**config.mk**
```make
export PLATFORM = sky130hd
export DESIGN_NAME = dcs_seq
export DESIGN_NICKNAME = d
export VERILOG_FILES = /design/src/shared/dcs_pkg.sv /design/src/dcs_seq.sv /design/src/dcs_stride.sv
export VERILOG_INCLUDE_DIRS = /design/src /design/src/shared
export SDC_FILE = /design/constraint.sdc
export NUM_CORES = 2
export LEC_CHECK = 0
export BUFFER_PORTS_ARGS = -buffer_cell sky130_fd_sc_hd__buf_2
export CORE_MARGIN = 2
export CORE_UTILIZATION = 55
export CTS_CLUSTER_DIAMETER = 80
export DETAILED_ROUTE_END_ITERATION = 7
export GPL_ROUTABILITY_DRIVEN = 0
export GPL_TIMING_DRIVEN = 0
export PLACE_DENSITY = 0.74
export REMOVE_ABC_BUFFERS = 1
export SYNTH_ARGS = -nofsm -noshare
export SYNTH_HDL_FRONTEND = slang
export SYNTH_HIERARCHICAL = 1
export SYNTH_SLANG_ARGS = --single-unit
```
**constraint.sdc**
```tcl
create_clock -name hclk -period 9.4 [get_ports hclk]
set_input_delay 0.47 -clock hclk [delete_from_list [all_inputs] [get_ports hclk]]
set_output_delay 0.47 -clock hclk [all_outputs]
set_load 0.03 [all_outputs]
```
**src/shared/dcs_cfg.svh**
```systemverilog
// Purpose: constants of the chain/stride sequencer (offsets, fields, resets)
// Assumes: 32-bit AHB-Lite register port, word-aligned registers
// Notes:   definitions only; included by bare name
`ifndef DCS_CFG_SVH
`define DCS_CFG_SVH

// register byte offsets
`define DCS_OFF_CTRL   8'h00
`define DCS_OFF_PSRC   8'h04
`define DCS_OFF_PDST   8'h08
`define DCS_OFF_PLEN   8'h0c
`define DCS_OFF_PLINK  8'h10
`define DCS_OFF_SSRC   8'h14
`define DCS_OFF_SDST   8'h18
`define DCS_OFF_SLEN   8'h1c
`define DCS_OFF_SLINK  8'h20
`define DCS_OFF_STAT   8'h24
`define DCS_OFF_MASK   8'h28
`define DCS_OFF_COUNT  8'h2c

// control register fields
`define DCS_B_RUN      0
`define DCS_B_SVAL     1
`define DCS_B_CHAIN    2
`define DCS_B_CSEL     3
`define DCS_B_SHOLD    4
`define DCS_B_DHOLD    5
`define DCS_F_SSZ_LO   6
`define DCS_F_DSZ_LO   8
`define DCS_B_SSTR     10
`define DCS_B_DSTR     11
`define DCS_F_MUL_LO   12
`define DCS_F_CNT_LO   16
`define DCS_B_BURST    19
`define DCS_B_LOWP     20
// status / mask fields
`define DCS_B_TC       0
`define DCS_B_NULL     1

`define DCS_RST_WORD   32'h0000_0000
`define DCS_NULL_PTR   32'h0000_0000
`define DCS_DESC_LAST  2'h3
`define DCS_ONE32      32'h0000_0001

`endif

```
**src/shared/dcs_pkg.sv**
```systemverilog
// Purpose: types of the chain/stride sequencer
// Assumes: constants live in dcs_cfg.svh
// Notes:   nothing here is imported; users write dcs_pkg::name
`default_nettype none
package dcs_pkg;

   // channel sequencing states
   typedef enum logic [2:0] {
      st_idle  = 3'b000,  // channel stopped
      st_fetch = 3'b001,  // reading a descriptor
      st_load  = 3'b010,  // secondary into primary
      st_run   = 3'b011,  // issuing data beats
      st_term  = 3'b100   // terminal count handling
   } dcs_state_e;

   // one data beat handed to the mover
   typedef struct packed {
      logic [31:0] src;   // read address
      logic [31:0] dst;   // write address
      logic [1:0]  ssz;   // source word size code
      logic [1:0]  dsz;   // dest word size code
      logic        burst; // burst mode requested
   } dcs_beat_s;

   // address walker state
   typedef struct packed {
      logic [31:0] set;   // first address of the current set
      logic [31:0] cur;   // address in use
      logic [2:0]  idx;   // steps taken in this set
   } dcs_strd_s;

   // whole sequencer state
   typedef struct packed {
      dcs_state_e  st;
      logic        run, sval, chain, csel, shold, dhold, sson, dson, burst, lowp;
      logic [1:0]  ssz, dsz;
      logic [2:0]  smul, scnt;
      logic [31:0] psrc, pdst, plen, plink, ssrc, sdst, slen, slink, cnt, fptr;
      logic        tcf, nlf, nlm, tc_pulse;
      logic [1:0]  widx;
      logic        aw_v, aw_w;
      logic [7:0]  aw_a;
      logic [31:0] hrdata;
   } dcs_seq_s;

endpackage
`default_nettype wire

```
**src/dcs_seq.sv**
```systemverilog
// Purpose: one DMA channel sequencer: double buffer, descriptor chain, stride
// Assumes: AHB-Lite register slave; mover takes beats; memory read port
// Notes:   zero-wait slave, response always OKAY
// Overview of operation
// (RULE1) no double buffer: terminal count clears run
// (RULE2) double buffer: run set again after reload
// (RULE3) secondary valid cleared after terminal count
// (RULE4) software edits primary only when stopped, empty
// (RULE5) finish with secondary empty disables channel
// (RULE6) chaining only high priority, never burst
// (RULE7) chaining needs 32-bit sizes, secondary valid
// (RULE8) chain start fetches descriptor, copies, runs
// (RULE9) each terminal count fetches next; null ends
// (RULE10) descriptor fetch reads pointer into secondary set
// (RULE11) descriptor: source, dest, length, next pointer
// (RULE12) chain interrupt every count or final only
// (RULE13) null next pointer latches null-link flag
// (RULE14) chain end clears secondary valid
// (RULE15) separate stride enables for source, destination
// (RULE16) striding requires its address hold cleared
// (RULE17) stride step is multiplier times word size
// (RULE18) count field sets steps per set
// (RULE19) sets start one word after previous set
// (RULE20) burst bit equals low priority bit
// (RULE21) program maximum burst size highest setting
// (RULE22) burst needs incrementing, aligned addresses
// (RULE23) terminal count when byte count reaches length
// (RULE24) reload secondary into primary at terminal count
//
// Decided for this implementation: the register addresses and the AHB-Lite slave port.
`include "dcs_cfg.svh"
`default_nettype none
module dcs_seq (
   input  wire logic             hclk,       // system clock
   input  wire logic             hresetn,    // async reset, low
   input  wire logic             hsel,       // slave select
   input  wire logic [31:0]      haddr,      // byte address
   input  wire logic [1:0]       htrans,     // transfer type
   input  wire logic             hwrite,     // write when high
   input  wire logic [2:0]       hsize,      // word only
   input  wire logic [31:0]      hwdata,     // write data
   input  wire logic             hready,     // bus ready
   output logic      [31:0]      hrdata,     // read data
   output logic                  hreadyout,  // always ready
   output logic                  hresp,      // always OKAY
   output logic                  rd_req,     // descriptor word read
   output logic      [31:0]      rd_addr,    // descriptor word address
   input  wire logic             rd_ack,     // read data valid
   input  wire logic [31:0]      rd_data,    // descriptor word
   output logic                  beat_valid, // beat offered
   output dcs_pkg::dcs_beat_s    beat,       // beat addresses
   input  wire logic             beat_ready, // mover took the beat
   output logic                  tc_event,   // terminal count pulse
   output logic                  null_link_summary // unmasked null-link
);
   dcs_pkg::dcs_seq_s q, d;       // state and next state
   logic              a_phase;    // address phase taken
   logic              ctrl_wr;    // control written this cycle
   logic              ld;         // restart both walkers
   logic [31:0]       ld_src;     // source walker base
   logic [31:0]       ld_dst;     // dest walker base
   logic [31:0]       wsb;        // source word bytes
   logic [31:0]       addr_w [2]; // walker outputs
   logic              beat_hs;    // beat handshake
   logic              final_tc;   // last count of a chain

   assign a_phase   = hsel && htrans[1] && hready;
   assign ctrl_wr   = q.aw_v && q.aw_w && q.aw_a == `DCS_OFF_CTRL;
   assign hreadyout = 1'b1;
   assign hresp     = 1'b0;
   assign hrdata    = q.hrdata;
   assign wsb       = `DCS_ONE32 << q.ssz;
   assign beat_valid = q.st == dcs_pkg::st_run && q.cnt < q.plen; // [RULE23]
   assign beat_hs   = beat_valid && beat_ready;
   assign rd_req    = q.st == dcs_pkg::st_fetch;
   assign rd_addr   = q.fptr + {28'h0, q.widx, 2'b00}; // [RULE11] [RULE10]
   assign final_tc  = q.plink == `DCS_NULL_PTR;
   assign tc_event  = q.tc_pulse;
   assign null_link_summary = q.nlf && !q.nlm; // [RULE13]
   assign beat.src  = addr_w[0];
   assign beat.dst  = addr_w[1];
   assign beat.ssz  = q.ssz;
   assign beat.dsz  = q.dsz;
   assign beat.burst = q.burst;

   ////////////////////////////////////////////////////////////////////////
   // register read view
   function automatic logic [31:0] rd_mux(input dcs_pkg::dcs_seq_s s,
                                          input logic [7:0] a);
      logic [31:0] c;
      c = `DCS_RST_WORD;
      c[`DCS_B_RUN]   = s.run;
      c[`DCS_B_SVAL]  = s.sval;
      c[`DCS_B_CHAIN] = s.chain;
      c[`DCS_B_CSEL]  = s.csel;
      c[`DCS_B_SHOLD] = s.shold;
      c[`DCS_B_DHOLD] = s.dhold;
      c[`DCS_F_SSZ_LO +: 2] = s.ssz;
      c[`DCS_F_DSZ_LO +: 2] = s.dsz;
      c[`DCS_B_SSTR]  = s.sson;
      c[`DCS_B_DSTR]  = s.dson;
      c[`DCS_F_MUL_LO +: 3] = s.smul;
      c[`DCS_F_CNT_LO +: 3] = s.scnt;
      c[`DCS_B_BURST] = s.burst;
      c[`DCS_B_LOWP]  = s.lowp;
      unique case (a)
         `DCS_OFF_CTRL:  rd_mux = c;
         `DCS_OFF_PSRC:  rd_mux = s.psrc;
         `DCS_OFF_PDST:  rd_mux = s.pdst;
         `DCS_OFF_PLEN:  rd_mux = s.plen;
         `DCS_OFF_PLINK: rd_mux = s.plink;
         `DCS_OFF_SSRC:  rd_mux = s.ssrc;
         `DCS_OFF_SDST:  rd_mux = s.sdst;
         `DCS_OFF_SLEN:  rd_mux = s.slen;
         `DCS_OFF_SLINK: rd_mux = s.slink;
         `DCS_OFF_STAT:  rd_mux = {30'h0, s.nlf, s.tcf};
         `DCS_OFF_MASK:  rd_mux = {30'h0, s.nlm, 1'b0};
         `DCS_OFF_COUNT: rd_mux = s.cnt;
         default:        rd_mux = `DCS_RST_WORD; // unmapped reads zero
      endcase
   endfunction

   ////////////////////////////////////////////////////////////////////////
   // sequencer and register file
   always_comb begin
      d = q;
      d.tc_pulse = 1'b0;
      ld = 1'b0;
      ld_src = q.ssrc;
      ld_dst = q.sdst;
      // software clears of sticky flags come first so a same-cycle set wins
      if (q.aw_v && q.aw_w && q.aw_a == `DCS_OFF_STAT) begin
         if (hwdata[`DCS_B_TC])   d.tcf = 1'b0;
         if (hwdata[`DCS_B_NULL]) d.nlf = 1'b0;
      end
      unique case (q.st)
         dcs_pkg::st_idle: begin
            if (q.run) begin
               if (q.chain) begin
                  if (q.plink == `DCS_NULL_PTR) begin // nothing to fetch [RULE9]
                     d.run  = 1'b0;
                     d.sval = 1'b0;
                  end else begin
                     d.fptr = q.plink; // only the pointer is used [RULE8]
                     d.widx = 2'h0;
                     d.st   = dcs_pkg::st_fetch;
                  end
               end else begin
                  ld = 1'b1;
                  ld_src = q.psrc;
                  ld_dst = q.pdst;
                  d.cnt = `DCS_RST_WORD;
                  d.st  = dcs_pkg::st_run;
               end
            end
         end
         dcs_pkg::st_fetch: begin
            if (rd_ack) begin
               // fetched words land in the secondary set [RULE10] [RULE11]
               unique case (q.widx)
                  2'h0: d.ssrc = rd_data;
                  2'h1: d.sdst = rd_data;
                  2'h2: d.slen = rd_data;
                  2'h3: begin
                     d.slink = rd_data;
                     if (rd_data == `DCS_NULL_PTR) d.nlf = 1'b1; // [RULE13]
                  end
               endcase
               d.widx = q.widx + 2'h1;
               if (q.widx == `DCS_DESC_LAST) d.st = dcs_pkg::st_load;
            end
         end
         dcs_pkg::st_load: begin
            // fetched set becomes the primary set, pointer included [RULE8]
            d.psrc  = q.ssrc;
            d.pdst  = q.sdst;
            d.plen  = q.slen;
            d.plink = q.slink;
            d.cnt   = `DCS_RST_WORD;
            ld = 1'b1;
            d.st = dcs_pkg::st_run;
         end
         dcs_pkg::st_run: begin
            if (beat_hs) d.cnt = q.cnt + wsb;
            if (!(q.cnt < q.plen)) d.st = dcs_pkg::st_term; // [RULE23]
         end
         dcs_pkg::st_term: begin
            // chained channels may report only the final count [RULE12]
            if (!q.chain || !q.csel || final_tc) begin
               d.tcf = 1'b1;
               d.tc_pulse = 1'b1;
            end
            if (q.chain) begin
               if (final_tc) begin
                  d.sval = 1'b0;           // chain done [RULE14]
                  d.run  = 1'b0;           // [RULE9]
                  d.st   = dcs_pkg::st_idle;
               end else begin
                  d.fptr = q.plink;        // next descriptor [RULE9]
                  d.widx = 2'h0;
                  d.st   = dcs_pkg::st_fetch;
               end
            end else if (q.sval) begin
               // reload with the count, no gap in between [RULE24]
               d.psrc = q.ssrc;
               d.pdst = q.sdst;
               d.plen = q.slen;
               d.cnt  = `DCS_RST_WORD;
               d.sval = 1'b0;              // secondary now empty [RULE3]
               d.run  = 1'b1;              // [RULE2]
               ld = 1'b1;
               d.st = dcs_pkg::st_run;
            end else begin
               d.run = 1'b0;               // stays off until rewritten [RULE1] [RULE5]
               d.st  = dcs_pkg::st_idle;
            end
         end
         default: d.st = dcs_pkg::st_idle; // unused codes recover
      endcase
      // software writes in the data phase; a run or valid set beats hardware
      if (q.aw_v && q.aw_w) begin
         unique case (q.aw_a)
            `DCS_OFF_CTRL: begin
               d.run   = hwdata[`DCS_B_RUN];
               d.sval  = hwdata[`DCS_B_SVAL];
               d.chain = hwdata[`DCS_B_CHAIN];
               d.csel  = hwdata[`DCS_B_CSEL];
               d.shold = hwdata[`DCS_B_SHOLD];
               d.dhold = hwdata[`DCS_B_DHOLD];
               d.ssz   = hwdata[`DCS_F_SSZ_LO +: 2];
               d.dsz   = hwdata[`DCS_F_DSZ_LO +: 2];
               d.sson  = hwdata[`DCS_B_SSTR];         // [RULE15]
               d.dson  = hwdata[`DCS_B_DSTR];         // [RULE15]
               d.smul  = hwdata[`DCS_F_MUL_LO +: 3];
               d.scnt  = hwdata[`DCS_F_CNT_LO +: 3];
               d.burst = hwdata[`DCS_B_BURST];        // [RULE20]
               d.lowp  = hwdata[`DCS_B_LOWP];         // [RULE20]
            end
            `DCS_OFF_PSRC:  d.psrc  = hwdata;
            `DCS_OFF_PDST:  d.pdst  = hwdata;
            `DCS_OFF_PLEN:  d.plen  = hwdata;
            `DCS_OFF_PLINK: d.plink = hwdata;
            `DCS_OFF_SSRC:  d.ssrc  = hwdata;
            `DCS_OFF_SDST:  d.sdst  = hwdata;
            `DCS_OFF_SLEN:  d.slen  = hwdata;
            `DCS_OFF_SLINK: d.slink = hwdata;
            `DCS_OFF_MASK:  d.nlm   = hwdata[`DCS_B_NULL];
            default: ;      // status handled above, others read-only or unmapped
         endcase
      end
      // address phase capture and registered read data
      d.aw_v = a_phase;
      d.aw_w = hwrite;
      d.aw_a = haddr[7:0];
      if (a_phase && !hwrite) d.hrdata = rd_mux(q, haddr[7:0]);
   end

   // state register
   always_ff @(posedge hclk or negedge hresetn) begin
      if (!hresetn) q <= '0;
      else          q <= d;
   end

   ////////////////////////////////////////////////////////////////////////
   // source and destination walkers share one structure
   for (genvar g = 0; g < 2; g++) begin : g_walk
      dcs_stride u_walk (
         .hclk      (hclk),
         .hresetn   (hresetn),
         .load      (ld),
         .base      (g == 0 ? ld_src : ld_dst),
         .step      (beat_hs),
         .hold      (g == 0 ? q.shold : q.dhold),
         .stride_on (g == 0 ? q.sson : q.dson),     // [RULE15]
         .size      (g == 0 ? q.ssz : q.dsz),
         .mult      (q.smul),
         .cnt       (q.scnt),
         .addr      (addr_w[g])
      );
   end
endmodule
`default_nettype wire

```
**src/dcs_stride.sv**
```systemverilog
// Purpose: one address walker: plain increment, hold, or stride sets
// Assumes: step pulses only while the channel runs
// Notes:   step size is (multiplier+1) words; a set has count+1 addresses
`include "dcs_cfg.svh"
`default_nettype none
module dcs_stride (
   input  wire logic        hclk,      // system clock
   input  wire logic        hresetn,   // async reset, low
   input  wire logic        load,      // restart at base
   input  wire logic [31:0] base,      // channel start address
   input  wire logic        step,      // one beat moved
   input  wire logic        hold,      // address does not move
   input  wire logic        stride_on, // stride mode
   input  wire logic [1:0]  size,      // word size code
   input  wire logic [2:0]  mult,      // stride multiplier field
   input  wire logic [2:0]  cnt,       // stride step count field
   output logic      [31:0] addr       // current address
);
   dcs_pkg::dcs_strd_s q, d;   // state and next state
   logic [31:0]        wsb;    // word size in bytes
   logic [31:0]        stepb;  // stride step in bytes

   // word and stride sizes
   assign wsb   = `DCS_ONE32 << size;
   assign stepb = ({29'h0, mult} + `DCS_ONE32) * wsb; // [RULE17]
   assign addr  = q.cur;

   ////////////////////////////////////////////////////////////////////////
   // next address
   always_comb begin
      d = q;
      if (load) begin
         d.set = base;                   // first set at channel address [RULE19]
         d.cur = base;
         d.idx = 3'h0;
      end else if (step && !hold) begin
         if (stride_on) begin
            if (q.idx == cnt) begin      // set done after cnt+1 steps [RULE18]
               d.set = q.set + wsb;      // next set one word on [RULE19]
               d.cur = q.set + wsb;
               d.idx = 3'h0;
            end else begin
               d.cur = q.cur + stepb;    // [RULE17]
               d.idx = q.idx + 3'h1;
            end
         end else begin
            d.cur = q.cur + wsb;         // default increment
         end
      end
   end

   // state register
   always_ff @(posedge hclk or negedge hresetn) begin
      if (!hresetn) q <= '0;
      else          q <= d;
   end
endmodule
`default_nettype wire

```
# Yosys cells after proc, flatten, opt, wreduce, memory -nomap -nowiden
# Index checks and enable logic that the tools add are counted.
# Widths: inputs -> output; s select.
# classes
addsub	12
multipliers	2
n_div	0
n_lt_le_gt_ge	1
n_eq_ne	39
shift	2
mux	85
bitwise_logic	0
n_reduce_logical	43
# op_table
operator	count
$mux 32	31
$pmux 32 s12	1
$mux 276	1
$mux 67	4
$mux 128	2
$add 32x32->32	7
$mux 96	2
$pmux 96 s2	1
$pmux 32 s4	1
$mux 35	2
$eq 8x5->1 const B	8
$logic_not 32->1	2
$mul 32x32->32	2
$mux 64	1
$pmux 32 s2	1
$shl 1x2->32 const A	2
$eq 8x6->1 const B	7
$add 32x4->32	1
$eq 8x4->1 const B	4
$lt 32x32->1	1
$mux 3	8
$mux 20	1
$eq 8x3->1 const B	2
$logic_not 8->1	2
31 further kinds	90
# totals
register_bits	525
latch_bits	0
ram_bits	0
rom_bits	0
input_bits	108
out_inout_bits	139
elab_cells	224
n_memories	0

# Longest topological paths before layout
# logic_depth
word_depth	7
depth_mapped	17
mapped_depth_nobuf	17

# Modules after synthesis
# The synthesis kept the hierarchy.
# by_module_without_submodules
module	n_inst	cells_each	area_each_um2	seq_area_each_um2
dcs_seq	1	2313	22597.9	9784.4
dcs_stride (g_walk[1].u_walk)	1	850	6670.1	1676.6
dcs_stride (g_walk[0].u_walk)	1	837	6520.0	1676.6

# Worst setup path after synthesis
# No wires, ideal clock.
# synth_path
path_kind	reg2reg
from	reg q[371] (netlist name)
to	reg g_walk[1].u_walk.q (netlist bit g_walk[1].u_walk/addr[25])
setup_time_ps	138
t_arrival_ps	4345
required_ps	9262
slack_ps	4917
path_stages_with_launch	16
path_buffers	0
period_less_slack_ps	4483
cell_sequence	dfrtp_1 ha_1 xnor2_1 nand2b_1 fa_1 fa_1 fa_1 inv_1 ha_1 a21o_1 a221oi_1 a21oi_1 nand4_1 mux2_2 a222oi_1 o21ai_0
# synth_rtl
item	line	text
end signal: assignment	dcs_stride.sv:54	if (!hresetn) q <= '0;
end signal: assignment	dcs_stride.sv:55	else q <= d;
end: declaration	dcs_stride.sv:19	dcs_pkg::dcs_strd_s q, d;

==> impl_metrics.json <==
{
  "status": "finished clean",
  "cts_sinks": 525,
  "yosysSeqAreaShare_pct": 36.7,
  "die_h_microns": 259,
  "place_area_sq_um": 36900,
  "maxSlewViolCount": 0,
  "rsz0062_at_grt": "no",
  "grt_max_degree": 119,
  "finalCritPeriodShare_pct": 61.6,
  "ff_latch_area_sq_um": 13100,
  "grt_overflow_total": 0,
  "die_x_microns": 259,
  "crit_path_top_delay_cell": "nor2_1",
  "path_max_fanout": 15,
  "grt_use_met3_pct": 7.36,
  "synth_common_cells": "dfrtp_1, nand2_1, nor2_1",
  "syn_inst": 4000,
  "synth_ff_type": "dfrtp_1",
  "skew_ns": 0.0368,
  "met1_usage_pct": 47.1,
  "max_cap_violations": 0,
  "io_pins": 247,
  "hp-class": "in2reg",
  "ir_worst_vdd_mv": 0.178,
  "ys_top_cells_by_area": "dfrtp_1, mux2i_1, a21oi_1",
  "p_sw_share_pct": 44.4,
  "cts_tree": "yes",
  "internal-power_mw": 6.69,
  "cp.required_ns": 9.89,
  "fin_crit_ns": 5.79,
  "detail-route-antenna-nets": 0,
  "dp_hpwl_mm": 85.3,
  "yosys.area.top_type": "dfrtp_1",
  "grtUsageTotal_pct": 35.1,
  "hold_violations": 0,
  "leakage_nw": 17.3,
  "grt_most_used_layer": "met2",
  "switchingPower_mw": 5.35,
  "path_class": "reg2reg",
  "fmax_mhz": 173,
  "path_cells": "ha_1 -> a21o_1 -> a21o_1 -> a2111o_1 -> a211oi_4 -> o211a_1 -> nor2b_1 -> buf_4 -> nand2_1 -> nor2_1 -> and2_2 -> nand2_1 -> xnor2_1 -> mux2_2",
  "reg2reg_slack_ns": 3.61,
  "area_delta_synth_final_pct": 8.81,
  "cts_resized": 0,
  "p_seq_share_pct": 35.9,
  "totalWireLength_mm": 121,
  "fillers": 5528,
  "slew_headroom_pct": 9.62,
  "grt_pass1_vias": 30100,
  "start_util_pct": 55.6,
  "wl_per_cell_microns": 24.8,
  "worst_pin_slew_ns": 1.36,
  "async_flop_share_pct": 100,
  "synth_most_common_cell": "dfrtp_1",
  "insertion_delay_ns": 0.64,
  "drive_gt1_share_pct": 14.2,
  "cp_top_family": "simple AND/OR/NAND/NOR gates",
  "drc": 0,
  "synth_edf_count": 0,
  "drtIter0Drc": 4296,
  "dr.pass1.iters": 6,
  "yosys_warnings": 6,
  "clk_path_buf_depth": 3,
  "synth_cell_type_count": 109,
  "hold_ws_ns": 0.112,
  "slowest_delay_ns": 1.05,
  "cts_setup_buffers": 0,
  "via_count": 32100,
  "multiInputGateArea_sq_um": 20300,
  "use_met2_pct": 52.7,
  "setup_viol": 0,
  "power_density_nw_per_um2": 309,
  "combPwrFrac_pct": 44.5,
  "crit_arrival_ns": 6.28,
  "crit_buf_inv": 1,
  "fin_area_sq_um": 38900,
  "path_clk_slew_ns": 0.06,
  "antenna_found_initial": 18,
  "hold_buffers": 6,
  "ctsRootBufferMaster": "clkbuf_16",
  "numCtsBuffers": 58,
  "crit_path_end_kind": "flip-flop",
  "vias_per_cell": 6.61,
  "nets": 4181,
  "rows": 93,
  "numPortBuffers": 216,
  "p_clk_share_pct": 19.5,
  "fp.coreArea_sq_um": 64300,
  "dieArea_sq_um": 67100,
  "syn_area_per_cell_sq_um": 8.95,
  "grt_pass1_wl_mm": 182,
  "synth_top_area_share_pct": 36.7,
  "synth_area_sq_um": 35800,
  "ys_ff_latch": 525,
  "cts-htree-levels": 2,
  "worst_setup_path_start_kind": "flip-flop"
}
==> through the flow <==
step                setup slack, ns  utilization [%]  instances  total power [mW]   TNS, ns
global route                   3.44             60.5       4852              12.6         0
finish                         3.61             60.5       4859              12.0         0
detailed placement             3.77             57.3       4740              9.48         0
global placement             -11.31             55.8       4692              9.50  -3369.10
CTS                            3.74             60.4       4846              11.8         0
floorplan                     -2.55                -       3621              7.71   -214.90
==> metal layers <==
layer / part of all wire [%] / routed length [microns] / up-vias
met5: 0.090 / 109 / -
met3: 11 / 13500 / 407
met2: 43 / 52000 / 1982
li1: - / - / 14200
met1: 39 / 47400 / 15600
met4: 6.4 / 7710 / 18
==> cells by family (layout without fill, tap and decap cells) <==
logic type               count (synthesis)  after routing  share of synthesized area (%)
AO/OA/AOI/OAI                         1017           1017                           18.3
XOR/XNOR                               210            210                           5.16
adder cells (fa/ha/maj)                121            121                           4.73
buffers and inverters                  494            486                           6.95
flip-flops                             525            525                           36.7
multiplexers                           423            423                           12.6
other                                    2             14                         0.0210
AND/OR/NAND/NOR                       1208           1208                           15.5
==> registers in the layout, summed over array words and instances, names as in the netlist <==
| signal | cells |
|---|---|
| tc_event | 1 |
| g_walk.u_walk/q | 70 |
| beat | 5 |
| hrdata | 32 |
| g_walk.u_walk/addr | 64 |
| q | 353 |
==> placed cells by master (no fill, tap or decap), drive strengths merged, types with 12 or more instances in the layout <==
cell and instances:
nor3 75, o22ai 32, o21a 14, o211ai 39
and3 41, dfrtp 525, nand3 95, and2 21
o21ai 254, nand2 409, a221oi 56, mux2i 292
fa 24, a21o 46, a222oi 13, ha 97
a211oi 25, buf 265, o221ai 18, a22o 43
inv 115, nand2b 22, nor4 35, or3 13
clkbuf 83, mux2 122, nor2 383, a21oi 315
xor2 89, nand4 67, a22oi 21, xnor2 121
a21boi 13, diode 12, a31oi 37, o31ai 13
==> layout make-up <==
| cell class | count | area share, % |
|---|---|---|
| well taps | 855 | 2.75 |
| inverters | 115 | 1.11 |
| clock inverters | 17 | 0.585 |
| diodes | 12 | 0.0771 |
| clock buffers | 83 | 4.35 |
| flip-flops and latches | 525 | 33.7 |
| repair buffers | 271 | 5.21 |
| multi-input cells | 2981 | 52.2 |
==> power by group through the flow <==
stage / combinational, mW / clock [mW] / sequential [mW]
finish: 5.36 / 2.35 / 4.33
global route: 5.76 / 2.45 / 4.42
CTS: 5.23 / 2.35 / 4.26
detailed placement: 5.19 / 0 / 4.29
global placement: 5.23 / 0 / 4.27
floorplan: 3.50 / 0 / 4.20
==> worst paths after layout <==
path / startpoint / endpoint / cells past startpoint
min: haddr[2] / q[34] / 1
max in group asynchronous: hresetn / g_walk[1].u_walk/addr[29] / 4
max: q[93] / g_walk[0].u_walk/q[55] / 14
max reg2reg: q[93] / g_walk[0].u_walk/q[55] / 14
min in group asynchronous: hresetn / g_walk[0].u_walk/addr[2] / 2
min reg2reg: hrdata[2] / hrdata[2] / 1
No activity file was read; power rests on OpenSTA's default activity.
